<file path="config.mk">
export PLATFORM = sky130hd
export DESIGN_NAME = vrms_top
export DESIGN_NICKNAME = d
export VERILOG_FILES = /design/src/vrms_pkg.sv /design/src/vrms_step_timer.sv /design/src/vrms_top.sv
export VERILOG_INCLUDE_DIRS = /design/src /design/src/src
export SDC_FILE = /design/constraint.sdc
export NUM_CORES = 1
export LEC_CHECK = 0
export BUFFER_PORTS_ARGS = -buffer_cell sky130_fd_sc_hd__buf_2
export CORE_UTILIZATION = 34
export CTS_CLUSTER_SIZE = 10
export DETAILED_ROUTE_END_ITERATION = 7
export HOLD_SLACK_MARGIN = 0.03
export PLACE_DENSITY = 0.64
export SLEW_MARGIN = 5
export SYNTH_ARGS = -nofsm -noshare
export SYNTH_HDL_FRONTEND = slang
export SYNTH_SLANG_ARGS = --single-unit
</file>
<file path="constraint.sdc">
create_clock -name CLOCK -period 6.3 [get_ports CLOCK]
set_input_delay 1.26 -clock CLOCK [delete_from_list [all_inputs] [get_ports CLOCK]]
set_output_delay 1.26 -clock CLOCK [all_outputs]
set_load 0.005 [all_outputs]
</file>
<file path="src/vrms_params.svh">
// Constants for the reference setpoint, margin select and slew ramp block.
`ifndef VRMS_PARAMS_SVH
`define VRMS_PARAMS_SVH

// Command selectors on the internal register write/read port.
`define VRMS_CMD_W             3
`define VRMS_CMD_OPERATION     3'h0
`define VRMS_CMD_NOMINAL       3'h1
`define VRMS_CMD_UPPER_TRIM    3'h2
`define VRMS_CMD_LOWER_TRIM    3'h3
`define VRMS_CMD_VENDOR_CFG    3'h4
`define VRMS_CMD_MFR_RESET     3'h5

// Field positions.
`define VRMS_OP_ON_BIT         7
`define VRMS_OP_MARGIN_HI_BIT  5
`define VRMS_OP_MARGIN_LO_BIT  4
`define VRMS_SETPOINT_W        9
`define VRMS_CFG_MULT_MSB      1
`define VRMS_CFG_MULT_LSB      0

// Rate multiplier codes.
`define VRMS_MULT_NOMINAL      2'h0
`define VRMS_MULT_SLOW         2'h1
`define VRMS_MULT_FAST         2'h2
`define VRMS_SLOW_SHIFT        3
`define VRMS_FAST_SHIFT        1

// Reset values.
`define VRMS_OP_RESET          8'h00
`define VRMS_SETPOINT_RESET    9'h000
`define VRMS_CFG_RESET         8'h00

// Timing.
`define VRMS_CLK_PERIOD_NS     100
`define VRMS_STEP_PCT_E4       1953
`define VRMS_DEFAULT_SR_PCT_MS 23
`define VRMS_BYPASS_NS         100
`define VRMS_CAP_W             16
`define VRMS_PERIOD_W          20

`endif

</file>
<file path="src/vrms_pkg.sv">
// Types shared by the reference setpoint and slew ramp block.
package vrms_pkg;
`include "vrms_params.svh"

    typedef enum logic [1:0] {
        VRMS_SRC_NOMINAL,
        VRMS_SRC_LOWER,
        VRMS_SRC_UPPER
    } vrms_src_t;

    typedef struct packed {
        logic                      strobe;
        logic [`VRMS_CMD_W-1:0]    cmd;
        logic [15:0]               data;
    } vrms_wr_t;

    typedef struct packed {
        logic [7:0]                   operation_control;
        logic [`VRMS_SETPOINT_W-1:0]  nominal_setpoint;
        logic [`VRMS_SETPOINT_W-1:0]  upper_trim_setpoint;
        logic [`VRMS_SETPOINT_W-1:0]  lower_trim_setpoint;
        logic [7:0]                   vendor_config_byte;
    } vrms_regs_t;

    typedef struct packed {
        vrms_regs_t                   regs;
        logic [`VRMS_SETPOINT_W-1:0]  ref_code;
        logic [15:0]                  rd_data;
        logic                         run_s1;
        logic                         run_s2;
        logic                         open_s1;
        logic                         open_s2;
        logic                         tied_s1;
        logic                         tied_s2;
        logic [`VRMS_CAP_W-1:0]       cap_s1;
        logic [`VRMS_CAP_W-1:0]       cap_s2;
    } vrms_state_t;

    typedef struct packed {
        logic [`VRMS_PERIOD_W-1:0]    count;
    } vrms_timer_t;

endpackage : vrms_pkg

</file>
<file path="src/vrms_step_timer.sv">
// Step timer that paces reference ramp steps as one-cycle ticks.
`timescale 1ns/1ns
`include "vrms_params.svh"
module vrms_step_timer
    import vrms_pkg::*;
(
    input  wire logic                      CLOCK,  // System clock.
    input  wire logic                      ARST_N, // Async reset, low.
    input  wire logic                      clear,  // Restart the count.
    input  wire logic [`VRMS_PERIOD_W-1:0] period, // Cycles per step.
    output logic                           tick    // Step enable pulse.
);
    localparam logic [`VRMS_PERIOD_W-1:0] ONE = `VRMS_PERIOD_W'(1);

    vrms_timer_t st_r;
    vrms_timer_t st_nxt;

    always_comb
    begin
        st_nxt = st_r;
        tick   = 1'b0;
        if (clear)
        begin
            st_nxt.count = '0;
        end
        // A shortened period mid-count fires at once instead of wrapping.
        else if (st_r.count >= period - ONE)
        begin
            tick         = 1'b1;
            st_nxt.count = '0;
        end
        else
        begin
            st_nxt.count = st_r.count + ONE;
        end
    end

    always_ff @(posedge CLOCK or negedge ARST_N)
    begin
        if (!ARST_N)
            st_r <= '0;
        else
            st_r <= st_nxt;
    end

endmodule : vrms_step_timer

</file>
<file path="src/vrms_top.sv">
// Reference setpoint selection with margining and slew-limited ramp.
// How it works
// - Reference follows a 9-bit setpoint, 0 to 100 percent of full scale.
// - Operation bits 5:4 pick nominal, lower trim or upper trim setpoint.
// - Both margin bits set is illegal; nominal setpoint is then used.
// - On target change the reference steps one code at a time toward it.
// - Step duration from slew capacitor, shortened or lengthened by multiplier.
// - Open slew pin gives a default rate of 23 percent per millisecond.
// - Slew pin tied to filtered supply jumps reference within 100 ns.
// - Setpoint registers hold 9 unsigned bits from two data bytes.
// - Vendor config bits 1:0 pick nominal, eighth or double rate.
// - Operation byte values 00, 80, 98 and A8 switch off, on, margins.
// - Power-on, manufacturer reset and run low clear setpoints to zero.
`timescale 1ns/1ns
`include "vrms_params.svh"
module vrms_top
    import vrms_pkg::*;
#(
    // Cycles per step with the slew pin open (default rate).
    parameter int DEFAULT_STEP_CYCLES =
        (`VRMS_STEP_PCT_E4 * 100) /
        (`VRMS_DEFAULT_SR_PCT_MS * `VRMS_CLK_PERIOD_NS)
)
(
    input  wire logic                        CLOCK,            // 10 MHz.
    input  wire logic                        ARST_N,           // Reset, low.
    input  wire vrms_wr_t                    WR,               // Write port.
    input  wire logic                        RD_STROBE,        // Read request.
    input  wire logic [`VRMS_CMD_W-1:0]      RD_CMD,           // Read select.
    input  wire logic                        RUN,              // Run pin.
    input  wire logic                        CSLEW_OPEN,       // Pin open.
    input  wire logic                        CSLEW_TIED,       // Pin to rail.
    input  wire logic [`VRMS_CAP_W-1:0]      CSLEW_CAP_CYCLES, // Base step.
    output logic [15:0]                      RD_DATA,          // Read data.
    output logic [`VRMS_SETPOINT_W-1:0]      REF_CODE,         // Reference.
    output logic                             VOUT_ON,          // Output on.
    output logic                             RAMPING           // Moving.
);
    localparam int PW = `VRMS_PERIOD_W;
    localparam int SW = `VRMS_SETPOINT_W;
    localparam int BYPASS_CYCLES = `VRMS_BYPASS_NS / `VRMS_CLK_PERIOD_NS;

    if (DEFAULT_STEP_CYCLES < 1 || DEFAULT_STEP_CYCLES >= (1 << (PW - 4)))
    begin : g_chk
        $error("DEFAULT_STEP_CYCLES out of range");
    end

    vrms_state_t st_r;
    vrms_state_t st_nxt;
    logic        tick;
    logic        timer_clear;
    logic [PW-1:0] period;
    logic [SW-1:0] target;

    function automatic vrms_src_t select_src(input logic [7:0] op);
        vrms_src_t s;
        s = VRMS_SRC_NOMINAL;
        if (op[`VRMS_OP_MARGIN_HI_BIT] && !op[`VRMS_OP_MARGIN_LO_BIT])
            s = VRMS_SRC_UPPER;
        else if (!op[`VRMS_OP_MARGIN_HI_BIT] && op[`VRMS_OP_MARGIN_LO_BIT])
            s = VRMS_SRC_LOWER;
        return s;
    endfunction : select_src

    function automatic logic [SW-1:0] select_target(input vrms_regs_t r);
        logic [SW-1:0] t;
        case (select_src(r.operation_control))
            VRMS_SRC_LOWER: t = r.lower_trim_setpoint;
            VRMS_SRC_UPPER: t = r.upper_trim_setpoint;
            default:        t = r.nominal_setpoint;
        endcase
        return t;
    endfunction : select_target

    function automatic logic [PW-1:0] step_period(
        input logic                   open,
        input logic [`VRMS_CAP_W-1:0] cap,
        input logic [1:0]             mult
    );
        logic [PW-1:0] base;
        logic [PW-1:0] p;
        base = open ? PW'(DEFAULT_STEP_CYCLES) : PW'(cap);
        case (mult)
            `VRMS_MULT_SLOW: p = base << `VRMS_SLOW_SHIFT;
            `VRMS_MULT_FAST: p = base >> `VRMS_FAST_SHIFT;
            default:         p = base;
        endcase
        if (p == '0)
            p = PW'(1);
        return p;
    endfunction : step_period

    function automatic logic [SW-1:0] code_dist(input logic [SW-1:0] a,
                                                 input logic [SW-1:0] b);
        return (a > b) ? a - b : b - a;
    endfunction : code_dist

    assign target = select_target(st_r.regs);
    assign period = step_period(st_r.open_s2, st_r.cap_s2,
        st_r.regs.vendor_config_byte[`VRMS_CFG_MULT_MSB:`VRMS_CFG_MULT_LSB]);
    // stop on target
    // Holding the timer while idle makes the first step a full period long.
    assign timer_clear = (st_r.ref_code == target) || st_r.tied_s2;

    vrms_step_timer u_timer (
        .CLOCK  (CLOCK),
        .ARST_N (ARST_N),
        .clear  (timer_clear),
        .period (period),
        .tick   (tick)
    );

    always_comb
    begin
        st_nxt = st_r;
        st_nxt.run_s1  = RUN;
        st_nxt.run_s2  = st_r.run_s1;
        st_nxt.open_s1 = CSLEW_OPEN;
        st_nxt.open_s2 = st_r.open_s1;
        st_nxt.tied_s1 = CSLEW_TIED;
        st_nxt.tied_s2 = st_r.tied_s1;
        st_nxt.cap_s1  = CSLEW_CAP_CYCLES;
        st_nxt.cap_s2  = st_r.cap_s1;

        if (WR.strobe)
        begin
            if (WR.cmd == `VRMS_CMD_OPERATION)
                st_nxt.regs.operation_control = WR.data[7:0];
            else if (WR.cmd == `VRMS_CMD_NOMINAL)
                st_nxt.regs.nominal_setpoint = WR.data[SW-1:0];
            else if (WR.cmd == `VRMS_CMD_UPPER_TRIM)
                st_nxt.regs.upper_trim_setpoint = WR.data[SW-1:0];
            else if (WR.cmd == `VRMS_CMD_LOWER_TRIM)
                st_nxt.regs.lower_trim_setpoint = WR.data[SW-1:0];
            else if (WR.cmd == `VRMS_CMD_VENDOR_CFG)
                st_nxt.regs.vendor_config_byte = WR.data[7:0];
        end

        if ((WR.strobe && WR.cmd == `VRMS_CMD_MFR_RESET) || !st_r.run_s2)
        begin
            st_nxt.regs.operation_control   = `VRMS_OP_RESET;
            st_nxt.regs.nominal_setpoint    = `VRMS_SETPOINT_RESET;
            st_nxt.regs.upper_trim_setpoint = `VRMS_SETPOINT_RESET;
            st_nxt.regs.lower_trim_setpoint = `VRMS_SETPOINT_RESET;
            st_nxt.regs.vendor_config_byte  = `VRMS_CFG_RESET;
        end

        if (st_r.tied_s2)
            st_nxt.ref_code = target;
        else if (tick && st_r.ref_code < target)
            st_nxt.ref_code = st_r.ref_code + SW'(1);
        else if (tick && st_r.ref_code > target)
            st_nxt.ref_code = st_r.ref_code - SW'(1);

        if (RD_STROBE)
        begin
            if (RD_CMD == `VRMS_CMD_OPERATION)
                st_nxt.rd_data = {8'h00, st_r.regs.operation_control};
            else if (RD_CMD == `VRMS_CMD_NOMINAL)
                st_nxt.rd_data = {7'h00, st_r.regs.nominal_setpoint};
            else if (RD_CMD == `VRMS_CMD_UPPER_TRIM)
                st_nxt.rd_data = {7'h00, st_r.regs.upper_trim_setpoint};
            else if (RD_CMD == `VRMS_CMD_LOWER_TRIM)
                st_nxt.rd_data = {7'h00, st_r.regs.lower_trim_setpoint};
            else if (RD_CMD == `VRMS_CMD_VENDOR_CFG)
                st_nxt.rd_data = {8'h00, st_r.regs.vendor_config_byte};
            else
                st_nxt.rd_data = 16'h0000;
        end
    end

    always_ff @(posedge CLOCK or negedge ARST_N)
    begin
        if (!ARST_N)
        begin
            st_r <= '0;
        end
        else
        begin
            st_r <= st_nxt;
        end
    end

    assign RD_DATA  = st_r.rd_data;
    assign REF_CODE = st_r.ref_code;
    assign VOUT_ON  = st_r.regs.operation_control[`VRMS_OP_ON_BIT];
    assign RAMPING  = (st_r.ref_code != target) && !st_r.tied_s2;
endmodule : vrms_top

</file>
Word-level counts from Yosys, hierarchy flattened
Index checks and enable logic that the tools add are counted.
{ "word_totals": {"reg_bits": 126, "out_inout_bits": 27, "elab_cells": 98} }
{ "op_classes": {"addsub": 4, "n_lt_le_gt_ge": 3, "n_eq_ne": 19, "muxes": 29, "n_reduce_logical": 27} }
{ "op_table": {"columns": ["operator", "count"], "rows": [
  ["2-to-1 mux 9 bit", 10],
  ["2-to-1 mux 43 bit", 2],
  ["2-to-1 mux 20 bit", 3],
  ["case mux 19 bit (2 select lines)", 1],
  ["2-to-1 mux 35 bit", 1],
  ["2-to-1 mux 8 bit", 4],
  ["2-to-1 mux 26 bit", 1],
  ["adder 20 x 1 -> 20 bit (second input constant)", 1],
  [">= comparator 20 bit", 1],
  ["logical NOT 20 bit", 1],
  ["subtractor 20 x 1 -> 20 bit (second input constant)", 1],
  ["case mux 9 bit (2 select lines)", 1],
  ["2-to-1 mux 17 bit", 1],
  ["2-to-1 mux 16 bit", 1],
  ["== test 3 x 2 -> 1 bit (second input constant)", 4],
  ["nonzero test 2 bit", 6],
  ["adder 9 x 1 -> 9 bit (second input constant)", 1],
  ["== test 3 bit (second input constant)", 3],
  ["== test 9 bit", 1],
  ["> comparator 9 bit", 1],
  ["< comparator 9 bit", 1],
  ["inequality test 9 bit", 1],
  ["subtractor 9 x 1 -> 9 bit (second input constant)", 1],
  ["inequality test 2 x 1 -> 1 bit (second input constant)", 4],
  ["other kinds (15)", 30]
]} }

Logic depth before layout (Yosys ltp)
{ "logic_depth": {"word_depth": 13, "mapped_depth": 34, "ltp_nobuf": 30} }

Hierarchy
From an unflattened synthesis, not the netlist that was laid out.
{ "unflattened": {"cells_unflattened": 749, "area_unflattened_um2": 7064.3} }
{ "by_module_without_submodules": {"columns": ["module", "n_inst", "cells_per_inst", "area_per_inst_um2"], "rows": [
  ["vrms_top", 1, 551, 5285.1],
  ["vrms_step_timer", 1, 198, 1779.2]
]} }

Least setup slack after synthesis
No wires, ideal clock.
{ "synth_timing": {"path_type": "reg-to-reg", "from": "reg st_r[63] (netlist bit)", "to": "reg st_r, in the netlist REF_CODE[8]", "setup_ns": 0.090, "t_arrival_ns": 6.386, "required_ns": 6.210, "setup_slack_ns": -0.177, "stages_incl_launch_ff": 34, "period_less_slack_ns": 6.477, "path_cell_list": "dfrtp_1 > inv_1 > ha_1 > buf_2 > buf_6 > a221oi_1 > o22a_1 > a31oi_1 > nor3b_2 > nand3_1 > nor2_1 > nor2_1 > ha_1 > nor4bb_1 > and3_1 > buf_2 > and3_4 > nand2_1 > a32oi_1 > ha_1 > nand4_1 > nor3_1 > a2111oi_0 > a21boi_1 > clkbuf_1 > nand2_1 > fa_1 > a21oi_1 > o211ai_1 > nand2b_1 > a21oi_1 > xnor2_1 > mux2_2 > o221ai_1"} }
{ "synth_between": {"elab_chain_cells": 11, "elab_cells_between_ends": 14, "cone_classes": "1 x add/sub; 1 x order compare; 2 x eq/ne; 6 x mux; 4 x reduce/logical"} }
{ "synth_rtl": {"columns": ["element", "line", "rtl"], "rows": [
  ["from (decl)", "vrms_top.sv:48", "vrms_state_t st_r;"],
  ["from (signal assigned)", "vrms_top.sv:180", "st_r <= st_nxt;"],
  ["== test 2 bit / == test 2 x 1 -> 1 bit (equally long branches)", "vrms_top.sv:83", "case (mult)"],
  ["case mux 19 bit (2 select lines) *", "vrms_top.sv:83", null],
  ["logical NOT 20 bit", "vrms_top.sv:88", "if (p == '0)"],
  ["2-to-1 mux 20 bit *", "vrms_top.sv:88", null],
  ["subtractor 20 x 1 -> 20 bit *", "vrms_step_timer.sv:27", "else if (st_r.count >= period - ONE)"],
  [">= comparator 20 bit *", "vrms_step_timer.sv:27", null],
  ["2-to-1 mux 1 bit *", "vrms_step_timer.sv:27", null],
  ["2-to-1 mux 1 bit *", "vrms_step_timer.sv:22", "if (clear)"],
  ["logical AND 1 bit", "vrms_top.sv:150", "else if (tick && st_r.ref_code < target)"],
  ["2-to-1 mux 9 bit", "vrms_top.sv:150", null],
  ["2-to-1 mux 9 bit", "vrms_top.sv:148", "if (st_r.tied_s2)"]
]} }
Every way passes the cells marked *; elsewhere a longest branch is shown, timed or not.
A chain may end at the register's enable or synchronous reset.

Worst setup path in the final report
Same ends and word-level chain as after synthesis.

==> out/summary.md <==
The instance count of the mapped netlist came out at 733. Total power for the finished layout comes to 1980 µW. For flop-to-flop paths, the worst setup slack is 0.32 ns. Maximum single-stage delay on the critical path: 0.42 ns. STA classifies the critical path startpoint as a register. The number of cells on the worst reg-to-reg path is 32. Origin of the critical flop-to-flop path: st_r[63]$_DFFE_PN0P_. At the placement stage, the worst setup path has a slack of -0.195 ns. The logs give 36.1% for the worst-case headroom to the max-slew limit and 7550 µm² for the placed standard-cell area. Final count of pins violating max slew: 0. The floorplan has 51 rows. For this design the ratio of total power to cell area is 240 nW/µm². The number of enable-type register cells in the synthesized netlist is 0, and the number of gates on the worst path with buffers counted is 32.

For this block, the initial DRC count from the detailed router was 297. The pin slew with the least headroom to its limit is 0.951 ns. The repair_antennas step left the layout with diodes totalling 0.

Tracing the worst setup path back leads to its startpoint at st_r[63]$_DFFE_PN0P_. Along the worst path, the maximum fanout reaches 7. The dominant register cell in the synthesized netlist is dfrtp_1. The global placer's final weighted congestion came out at 0.825.

The total routed wirelength is 17.0 mm. The clock root buffer is clkbuf_16. Fraction of layout instances using a drive strength above 1: 23.8%.

Counting distinct cell types in the post-synthesis netlist gives 59. Dividing the final minimum period by the clock period gives 94.9%. In the global route stage, overall resource usage came out at 17.2%. Port buffering added 57 buffers. The area added between synthesis and finish was 20.6%. Entering global routing, the biggest net connects 63 pins. After detailed routing, the number of remaining DRC violations is 0.

Once layout is complete, the cells apart from fillers number 1090. Summed over all instances, the cell type with the most area after synthesis is dfrtp_1. Once routing completed, OpenROAD measured the worst setup slack at 0.323 ns. Critical path endpoint: REF_CODE[8]$_DFFE_PN0P_. Summing the sequential cell areas from Yosys gives 43.4% of the chip area.

In this run the mean area of a mapped cell was 9.36 µm². The buffer and inverter count on the worst path is 4, and the die span in y is 144 µm. At the end of the flow, the number of nets in the layout was 900. Broken down by cell family, the worst path's largest delay share belongs to simple AND/OR/NAND/NOR gates. The critical path arrival came out at 6.32 ns.

Flip-flop and latch area: 2980 µm². The clock latency on the worst-skew pair is 0.43 ns, and the initial standard-cell utilization of the core is 34.9%. For this design the top-level I/O count stands at 72. For this run, the number of Yosys warnings is 0. The synthesized netlist occupies a cell area of 6860 µm². Ranked by total cell area, the synthesized netlist is headed by dfrtp_1 (43%), ha_1 (7.7%), nand2_1 (6.1%), a21oi_1 (5.2%), nor2_1 (3.4%). The logs give 0 ns for the total negative slack and 4 for the number of levels in the clock H-tree. After synthesis the netlist holds a flip-flop and latch count of 119. The first global-routing pass estimated 27.5 mm of wire. The routed wirelength normalized by instance count works out to 15.6 µm. The detail route stage leaves a number of antenna-violating nets equal to 0. Derived from the worst setup path, the maximum achievable clock frequency is 0.167 GHz.

Across all layers, the routed design uses 5605 vias. The tools report the peak supply drop as 0.204 mV. Along the worst hold path, the cell count comes to 0.

Floorplan die area: 20800 µm². For this run, asynchronously set or reset flops after synthesis account for 100%. In the layout the commonest cells are dfrtp_1 (119), nand2_1 (110), a21oi_1 (67).

The worst setup path is captured at a register. The logs give 8280 µm² for the total non-filler cell area in the finished layout and 119 for the clock net sink count. The via count of the first global-routing pass came out at 5484. The share of synthesized area in the top cell type comes to 43.4%. The number of clock buffers inserted by TritonCTS is 17. In the final layout, the multi-input gates occupy 3650 µm². The floorplan step set the die width to 144 µm.

The tools report the leakage power summed over all cells as 0.00364 µW. Kind of critical path: reg2reg. The count of filler cells inserted in the layout was 1985. The most common cell after layout, fill and taps aside is dfrtp_1. The tools report the maximum number of buffers from clock root to sink as 2. The flow ran to the end, and the final reports show no timing, DRC or antenna violations. Max-cap violations in this run came to 0.

The destination of the worst register-to-register timing path is REF_CODE[8]$_DFFE_PN0P_. The number of iterations in the first detailed-routing pass is 6, and the total setup violations reported at the end of the flow is 0. The number of antenna violations at the first check in global routing came out at 0.

The floorplan step defined a core boundary enclosing 19700 µm². The path class of the tightest hold or removal check is reg2reg. The largest individual stage delay along the critical path comes from the cell a222oi_1. The tools report the final count of hold timing violations as 0.

At the worst endpoint, the required time is 6.64 ns. The maximum clock skew at final layout is 0.0117 ns, and the clock-pin slew on the worst setup and hold paths is 0.06 ns. Dividing the detail-routed via count by the number of cells gives 5.14. The tools report the cell count after placement as 1053. In this design, the critical path's most frequently occurring cell is buf_4. The clock period minus final worst setup slack is 5.98 ns. TritonCTS built the clock tree. The HPWL after detailed placement came out at 12.0 mm. The run gives 0 as the final global-route overflow total.
==> sequential cells by signal, indices dropped and copies added, names as in the netlist <==
register / cells
st_nxt: 19
VOUT_ON: 1
st_r: 61
u_timer.st_r: 20
REF_CODE: 9
RD_DATA: 9
==> worst min path at each step <==
stage / startpoint / to / slack, ns
2_1_floorplan: st_nxt[0]$_DFF_PN0_ / st_r[0]$_DFF_PN0_ / 0.33
3_3_place_gp: st_nxt[5]$_DFF_PN0_ / st_r[5]$_DFF_PN0_ / 0.33
3_5_place_dp: st_nxt[9]$_DFF_PN0_ / st_r[9]$_DFF_PN0_ / 0.34
4_1_cts: st_nxt[9]$_DFF_PN0_ / st_r[9]$_DFF_PN0_ / 0.35
5_1_grt: st_nxt[36]$_DFF_PN0_ / st_r[36]$_DFF_PN0_ / 0.35
6_report: st_nxt[12]$_DFF_PN0_ / st_r[12]$_DFF_PN0_ / 0.35
==> what timing repair did <==
action	in CTS	in global routing
resized for setup	8	24
hold buffers	0	0
pin swaps	1	15
setup buffers	1	4
hold endpoints to repair	0	0
setup endpoints to repair	2	4
==> logic make-up after synthesis <==
group | synth area share, %
xor gates and xnor gates | 4.34
AOI/OAI and AO/OA | 15.1
DFF | 43.4
buffers and inverters | 5.71
other | 0.109
adders and majority gates | 7.95
and+or+nand+nor | 18.7
muxes | 4.72
==> report_power, final <==
| group | internal [µW] | switching [µW] |
|---|---|---|
| Sequential | 792 | 26.5 |
| Combinational | 105 | 130 |
| Clock | 519 | 411 |
| Total | 1420 | 568 |
==> stage by stage <==
step	hold slack, ns	utilization (%)
after floorplan	0.331	-
after global placement	0.332	38.4
after detailed placement	0.336	38.4
after CTS	0.349	41.4
after global routing	0.355	42.1
final	0.349	42.1
==> layer usage <==
| layer | GRT usage [%] | part of all wire, % |
|---|---|---|
| met5 | 0 | 0 |
| met1 | 23.1 | 46 |
| met2 | 27.2 | 47 |
| met3 | 3.77 | 4.7 |
| met4 | 6.22 | 1.7 |
==> cells in the mapped netlist (5+ instances only) <==
cell,instances
a21boi_0,10
a21oi_1,71
a221oi_1,16
a22oi_1,12
and2_1,5
and3_1,7
buf_4,26
clkbuf_1,22
dfrtp_1,119
ha_1,42
inv_1,16
mux2_2,19
mux2i_1,11
nand2_1,111
nand2b_1,8
nand3_1,20
nand3b_1,13
nand4_1,7
nor2_1,63
nor2b_1,9
nor3_1,11
o21ai_0,13
xnor2_1,14
xor2_1,20
==> area by class of cell <==
class                   instances  share of cell area, %
multi-input cells             547                   44.1
flip-flops and latches        119                   36.0
repair buffers                111                   8.38
clock buffers                  17                   5.14
well taps                     265                   4.01
clock inverters                15                   1.62
inverters                      16                  0.726
(Power assumes the default switching activity.)
